<file path="src/hw/tsviu_consts.vh">
// Constants for the three-source vectored interrupt unit.
// Assumes inclusion by bare name from design files under hw/.
`ifndef TSVIU_CONSTS_VH
`define TSVIU_CONSTS_VH

// ------------------------------------------------------------
// Register map
// ------------------------------------------------------------
`define TSVIU_CTRL_ADDR      7'h0B
`define TSVIU_CTRL_RESET     8'h00

// ------------------------------------------------------------
// Control register fields
// ------------------------------------------------------------
`define TSVIU_BIT_MASTER     0
`define TSVIU_BIT_EXT_EN     1
`define TSVIU_BIT_TMR_EN     2
`define TSVIU_BIT_CONV_EN    3
`define TSVIU_BIT_EXT_PEND   4
`define TSVIU_BIT_TMR_PEND   5
`define TSVIU_BIT_CONV_PEND  6
`define TSVIU_BIT_TEST       7

// ------------------------------------------------------------
// Vectors
// ------------------------------------------------------------
`define TSVIU_VEC_EXT        11'h004
`define TSVIU_VEC_TMR        11'h008
`define TSVIU_VEC_CONV       11'h00C
`define TSVIU_VEC_NONE       11'h000

`endif

</file>
<file path="src/hw/tsviu_sync_fall.v">
// Two-flop synchroniser with falling-edge detector.
// Assumes an asynchronous level input and one system clock.
`timescale 1ns/1ns
module tsviu_sync_fall (
    // Clock and reset
    input  wire ref_clk_i,
    input  wire rst_n_i,
    // Asynchronous level in, edge pulse out
    input  wire async_i,
    output reg  fall_o
);

    reg meta_q;
    reg sync_q;
    reg last_q;

    // Inputs idle high so reset values avoid a false edge
    always @(posedge ref_clk_i) begin
        if (!rst_n_i) begin
            meta_q <= 1'b1;
            sync_q <= 1'b1;
            last_q <= 1'b1;
            fall_o <= 1'b0;
        end else begin
            meta_q <= async_i;
            sync_q <= meta_q;
            last_q <= sync_q;
            fall_o <= last_q & ~sync_q;
        end
    end

endmodule

</file>
<file path="src/hw/tsviu_top.v">
// Interrupt control register, request latching, priority and vectoring.
// Assumes sequencer gives one-cycle pulses on the system clock and
// holds the data-memory bus for one cycle per access.
`timescale 1ns/1ns
`include "tsviu_consts.vh"

module tsviu_top #(
    parameter ADDR_W = 7,
    parameter PC_W   = 11
) (
    // Clock and reset
    input  wire              ref_clk_i,
    input  wire              rst_n_i,
    // External pin, active low
    input  wire              ext_irq_n_i,
    // Peripheral events, one-cycle pulses
    input  wire              timer_overflow_i,
    input  wire              conv_done_i,
    // Sequencer timing and stack state
    input  wire              second_phase_pulse_i,
    input  wire              stack_full_i,
    input  wire              power_down_i,
    input  wire              return_from_service_i,
    input  wire              return_from_subroutine_i,
    // Data-memory access
    input  wire [ADDR_W-1:0] mem_addr_i,
    input  wire              mem_wr_i,
    input  wire              mem_rd_i,
    input  wire [7:0]        mem_wdata_i,
    output reg  [7:0]        mem_rdata_o,
    output reg               mem_sel_o,
    // Service request to sequencer
    output reg               irq_call_o,
    output reg  [PC_W-1:0]   irq_vector_o,
    output reg               push_pc_o,
    output reg               wake_o
);

    // ------------------------------------------------------------
    // Storage
    // ------------------------------------------------------------
    reg        master_irq_enable_q;
    reg        ext_irq_enable_q;
    reg        timer_irq_enable_q;
    reg        conv_irq_enable_q;
    reg        ext_irq_pending_q;
    reg        timer_irq_pending_q;
    reg        conv_irq_pending_q;
    // Hardware both sets and clears master and pending bits;
    // enable bits change by software writes alone
    reg        test_bit_q;
    reg        halt_q;
    reg [2:0]  pend_at_halt_q;

    wire       ext_fall;
    reg        ack_ext;
    reg        ack_tmr;
    reg        ack_conv;
    reg        any_ack;
    reg [PC_W-1:0] vec_d;
    wire       reg_hit;
    wire       reg_wr;
    wire [7:0] ctrl_view;

    // ------------------------------------------------------------
    // External pin conditioning
    // ------------------------------------------------------------
    tsviu_sync_fall u_ext_sync (
        .ref_clk_i (ref_clk_i),
        .rst_n_i   (rst_n_i),
        .async_i   (ext_irq_n_i),
        .fall_o    (ext_fall)
    );

    assign reg_hit = (mem_addr_i == `TSVIU_CTRL_ADDR);
    assign reg_wr  = reg_hit & mem_wr_i;
    assign ctrl_view = {test_bit_q, conv_irq_pending_q,
                        timer_irq_pending_q, ext_irq_pending_q,
                        conv_irq_enable_q, timer_irq_enable_q,
                        ext_irq_enable_q, master_irq_enable_q};

    // ------------------------------------------------------------
    // Acknowledge decision
    // ------------------------------------------------------------
    // Decision taken only on second-phase pulse; flags seen here
    // include everything latched since the previous pulse.
    // Stack-full check holds a request back without
    // touching its flag, so it is served after a pop
    always @* begin
        ack_ext  = 1'b0;
        ack_tmr  = 1'b0;
        ack_conv = 1'b0;
        vec_d    = `TSVIU_VEC_NONE;
        if (second_phase_pulse_i && master_irq_enable_q
            && !stack_full_i) begin
            if (ext_irq_pending_q && ext_irq_enable_q) begin
                ack_ext = 1'b1;
                vec_d   = `TSVIU_VEC_EXT;
            end else if (timer_irq_pending_q
                         && timer_irq_enable_q) begin
                ack_tmr = 1'b1;
                vec_d   = `TSVIU_VEC_TMR;
            end else if (conv_irq_pending_q
                         && conv_irq_enable_q) begin
                ack_conv = 1'b1;
                vec_d    = `TSVIU_VEC_CONV;
            end
        end
        any_ack = ack_ext | ack_tmr | ack_conv;
    end

    // ------------------------------------------------------------
    // Control register
    // ------------------------------------------------------------
    // Event set of pending bits after software write and acknowledge clear
    always @(posedge ref_clk_i) begin
        if (!rst_n_i) begin
            {test_bit_q, conv_irq_pending_q, timer_irq_pending_q,
             ext_irq_pending_q, conv_irq_enable_q,
             timer_irq_enable_q, ext_irq_enable_q,
             master_irq_enable_q} <= `TSVIU_CTRL_RESET;
        end else begin
            if (reg_wr) begin
                master_irq_enable_q <= mem_wdata_i[`TSVIU_BIT_MASTER];
                ext_irq_enable_q    <= mem_wdata_i[`TSVIU_BIT_EXT_EN];
                timer_irq_enable_q  <= mem_wdata_i[`TSVIU_BIT_TMR_EN];
                conv_irq_enable_q   <= mem_wdata_i[`TSVIU_BIT_CONV_EN];
                ext_irq_pending_q   <= mem_wdata_i[`TSVIU_BIT_EXT_PEND];
                timer_irq_pending_q <= mem_wdata_i[`TSVIU_BIT_TMR_PEND];
                conv_irq_pending_q  <= mem_wdata_i[`TSVIU_BIT_CONV_PEND];
                // Stored only; software is expected to keep it zero
                test_bit_q          <= mem_wdata_i[`TSVIU_BIT_TEST];
            end
            // Plain subroutine return is accepted but ignored:
            // it must leave the master enable as it stands
            if (return_from_service_i)
                master_irq_enable_q <= 1'b1;
            if (any_ack)
                master_irq_enable_q <= 1'b0;
            if (ack_ext)
                ext_irq_pending_q <= 1'b0;
            if (ack_tmr)
                timer_irq_pending_q <= 1'b0;
            if (ack_conv)
                conv_irq_pending_q <= 1'b0;
            // Latched regardless of enables; held until cleared
            if (ext_fall)
                ext_irq_pending_q <= 1'b1;
            if (timer_overflow_i)
                timer_irq_pending_q <= 1'b1;
            if (conv_done_i)
                conv_irq_pending_q <= 1'b1;
        end
    end

    // ------------------------------------------------------------
    // Power-down wake
    // ------------------------------------------------------------
    // A flag already set at halt entry does not wake again.
    // Wake is a hint only; the sequencer owns the
    // start-up delay and any resumption
    always @(posedge ref_clk_i) begin
        if (!rst_n_i) begin
            halt_q         <= 1'b0;
            pend_at_halt_q <= 3'h0;
            wake_o         <= 1'b0;
        end else begin
            halt_q <= power_down_i;
            if (power_down_i && !halt_q)
                pend_at_halt_q <= {conv_irq_pending_q,
                                   timer_irq_pending_q,
                                   ext_irq_pending_q};
            wake_o <= power_down_i && halt_q &&
                      ((ext_fall & ~pend_at_halt_q[0]) |
                       (timer_overflow_i & ~pend_at_halt_q[1]) |
                       (conv_done_i & ~pend_at_halt_q[2]));
        end
    end

    // ------------------------------------------------------------
    // Outputs to sequencer and data bus
    // ------------------------------------------------------------
    always @(posedge ref_clk_i) begin
        if (!rst_n_i) begin
            irq_call_o   <= 1'b0;
            push_pc_o    <= 1'b0;
            irq_vector_o <= `TSVIU_VEC_NONE;
            mem_rdata_o  <= 8'h00;
            mem_sel_o    <= 1'b0;
        end else begin
            irq_call_o <= any_ack;
            // Only the program counter is saved; status is software's
            push_pc_o  <= any_ack;
            if (any_ack)
                irq_vector_o <= vec_d;
            // Read data is zero off the register so a shared
            // bus can OR several responders together
            mem_sel_o   <= reg_hit & mem_rd_i;
            mem_rdata_o <= (reg_hit & mem_rd_i) ? ctrl_view : 8'h00;
        end
    end

endmodule
</file>
<file path="config.mk">
export PLATFORM = sky130hd
export DESIGN_NAME = tsviu_top
export DESIGN_NICKNAME = d
export VERILOG_FILES = /design/src/hw/tsviu_sync_fall.v /design/src/hw/tsviu_top.v
export VERILOG_INCLUDE_DIRS = /design/src /design/src/hw
export SDC_FILE = /design/constraint.sdc
export NUM_CORES = 1
export LEC_CHECK = 0
export BUFFER_PORTS_ARGS = -buffer_cell sky130_fd_sc_hd__buf_2
export CELL_PAD_IN_SITES_DETAIL_PLACEMENT = 0
export CELL_PAD_IN_SITES_GLOBAL_PLACEMENT = 2
export CORE_ASPECT_RATIO = 0.9
export CORE_MARGIN = 5
export CORE_UTILIZATION = 26
export DETAILED_ROUTE_END_ITERATION = 8
export PLACE_DENSITY_LB_ADDON = 0.1
export SLEW_MARGIN = 20
export SYNTH_ARGS = -nofsm -noshare
export SYNTH_HDL_FRONTEND = slang
export SYNTH_SLANG_ARGS = --single-unit
</file>
<file path="constraint.sdc">
create_clock -name ref_clk_i -period 1.2 [get_ports ref_clk_i]
set_clock_uncertainty 0.15 [all_clocks]
set_input_delay 0 -clock ref_clk_i [delete_from_list [all_inputs] [get_ports ref_clk_i]]
set_output_delay 0 -clock ref_clk_i [all_outputs]
set_load 0.005 [all_outputs]
</file>
==> flow_summary.toml <==
[place]
post-dp-hpwl_mm = 2.02
gp_congestion = 0.738
port_buffers = 39

[critical_path]
critical_path_class = "reg2reg"
critPathMaxStageDelay_ps = 360
r2r-end = "master_irq_enable_q$_SDFFE_PP0P_"
crit_arrival_ps = 1180
r2r_start = "timer_irq_enable_q$_SDFFE_PN0P_"
regToRegSetupSlack_ps = 30
critPathRequiredTime_ps = 1210
path_buf_inv = 0
cp_top_family = "flip-flops"
cp-end-kind = "flop"
r2r_cells = 4
critPathMaxFanout = 4
cp-start-kind = "flop"
critPathSlowestCell = "dfxtp_4"
crit_chain = "nand2_4 > a311oi_2 > nand2b_1 > a21oi_1"

[global_route]
grt_pass1_wl_mm = 4.35
overflow = 0
grt_usage_pct = 10.1
grt_antenna_before_repair = 0
grt_pass1_vias = 930
grt_start_max_net_pins = 19

[sta]
setup_viol = 0
finalSetupTns_ps = 0
fin_crit_sh_pct = 97.5
drv_slew = 0
layout_min_cycle_time_ps = 1170
clock.fmax_mhz = 855
hold_violations = 0
hold_slack_ps = 55.6
rsz0062_at_grt = "yes"

[pwr]
leakagePower_uw = 0.000881
vdd_drop_max_v = 0.000545
powerDensity_nw_per_um2 = 1200

[layout]
num_antenna_cells = 0
syn_to_final_growth_pct = 51.1
final_common_cell = "buf_2"
largest_reg_flops = 8
final_cell_mix = "buf_2, dfxtp_1, dlygate4sd3_1"
drive_above_1_share_pct = 37.4
top_register = "mem_rdata_o"
fill_cells = 435
largestRegisters = "mem_rdata_o (8), pend_at_halt_q (3), irq_vector_o (2)"
nets = 205

[floorplan]
die-height_um = 72.8
rows = 22
start_util_pct = 27.4
ios = 50
die_area_um2 = 5800
core_area_um2 = 4160
die_width_um = 79.8

[hold_path]
hold_depth = 4
hold_start = "mem_wr_i"
min_to = "conv_irq_enable_q$_SDFFE_PN0P_"
holdCritPathClass = "in2reg"

[detailed_routing]
viasPerCell = 3.93
drt.antenna.violating_nets = 0
drcViolationCount = 0
drtIter0Drc = 17
totalWireLength_mm = 2.69
wl_per_cell_um = 11.3
vias = 940
drt_first_pass_iters = 4

[yosys]
synthXorXnorAreaFrac_pct = 0
synth_simple_gate_area_share_pct = 24.2
yosys_warnings = 0
syn_area_um2 = 1140
ys_types = 23
ys_seq_elements = 29
avgSynthCellArea_um2 = 10.3
synth_top_family_by_area = "simple AND/OR/NAND/NOR gates"
synthMuxAreaShare_pct = 9.67
synth-compound-area-share_pct = 5.93
syn-instance-count = 111
ys_seq_area_share_pct = 51.0
yosys.area_share.adder_pct = 0

[clocking]
cts_sinks = 29
clkTransAtPathRegs_ps = 60
cts_root_buf = "clkbuf_8"
cts_made_buffers = 5
cts_tree = "built"
clkLatencyLatePin_ps = 280
postCtsSetupRepairBufs = 0
clock_path_buffers = 2
cts_max_level = 2

[job]
cap_violations = 0

[run_status]
status = "finished clean"
-- metal layers --
metal	part of all wire, %	track usage, %	up-vias
li1	-	-	484
met1	46	12.1	412
met2	42	15.1	40
met3	9.7	5.06	4
met4	1.6	4.50	0
met5	0	0	-
-- logic make-up after synthesis --
group | after synthesis
simple gates | 43
other cells | 1
compound gates | 11
buf+inv | 16
flops | 29
mux | 11
-- metrics by stage --
step	area [um^2]	worst slack, ps	utilization (%)	instances	total power, uW
finish	1720	30.1	41.4	239	2070
floorplan	1170	80.9	-	119	1100
detailed placement	1410	-80.4	34.0	214	1160
global placement	1410	-61.9	34.0	214	1160
global route	1720	-53.5	41.4	239	2170
CTS	1700	11.1	40.9	239	2090
-- synthesized netlist by cell type (all sizes together) --
| cell | number | area share (%) |
|---|---|---|
| buf | 11 | 7.3 |
| a311oi | 1 | 0.77 |
| o221ai | 1 | 0.77 |
| nand2b | 6 | 3.3 |
| clkbuf | 1 | 0.33 |
| o21ai | 3 | 1.3 |
| inv | 4 | 1.3 |
| nand2 | 9 | 3.0 |
| and3b | 2 | 1.5 |
| dfxtp | 29 | 51 |
| nor2 | 3 | 0.99 |
| and3 | 2 | 1.1 |
| conb | 1 | 0.33 |
| nor4b | 1 | 2.1 |
| and4b | 1 | 0.88 |
| and2 | 10 | 5.5 |
| nand3 | 2 | 2.0 |
| mux2i | 11 | 9.7 |
| a21oi | 4 | 1.8 |
| nor2b | 7 | 3.8 |
| o31ai | 2 | 1.3 |
-- worst register-to-register path, delay by kind of cell, from the launching register on --
kind / cells / cell delay (ps)
and+or+nand+nor: 2 / 200
DFF: 1 / 360
AOI/OAI and AO/OA: 2 / 340
-- timing repair --
| item | CTS | global route |
|---|---|---|
| resized for setup | 5 | 9 |
| endpoints found under the hold margin | 15 | 0 |
| endpoints found under the setup margin | 2 | 6 |
| hold buffers | 17 | 0 |
| pin swaps | 1 | 3 |
-- cell type report --
type                       instances  area [um^2]  area share [%]
sequential                        29          589            34.3
inverter                           4         15.0           0.873
clock buffer                       7         96.3            5.60
clock inverter                     1         5.00           0.291
timing repair buffer              64          429            24.9
tap                               60         75.1            4.36
multi-input combinational         74          510            29.7
-- power by group --
part / leakage [uW] / switching (uW) / internal [uW]
clock network: 0.0000542 / 364 / 517
logic: 0.000589 / 75.9 / 114
registers: 0.000238 / 11.3 / 984
-- how the worst max path moves through the flow --
stage                                             to                        startpoint  depth (start not counted)  slack, ps
finish              master_irq_enable_q$_SDFFE_PP0P_   timer_irq_enable_q$_SDFFE_PN0P_                          4         30
global route        master_irq_enable_q$_SDFFE_PP0P_   timer_irq_enable_q$_SDFFE_PN0P_                          4        -50
CTS                                wake_o$_SDFF_PN0_                           rst_n_i                          5         10
detailed placement  master_irq_enable_q$_SDFFE_PP0P_   timer_irq_enable_q$_SDFFE_PN0P_                          4        -80
global placement    master_irq_enable_q$_SDFFE_PP0P_   timer_irq_enable_q$_SDFFE_PN0P_                          4        -60
floorplan           timer_irq_pending_q$_SDFFE_PN0P_  master_irq_enable_q$_SDFFE_PP0P_                          4         80
No activity file was read; power rests on OpenSTA's default activity.
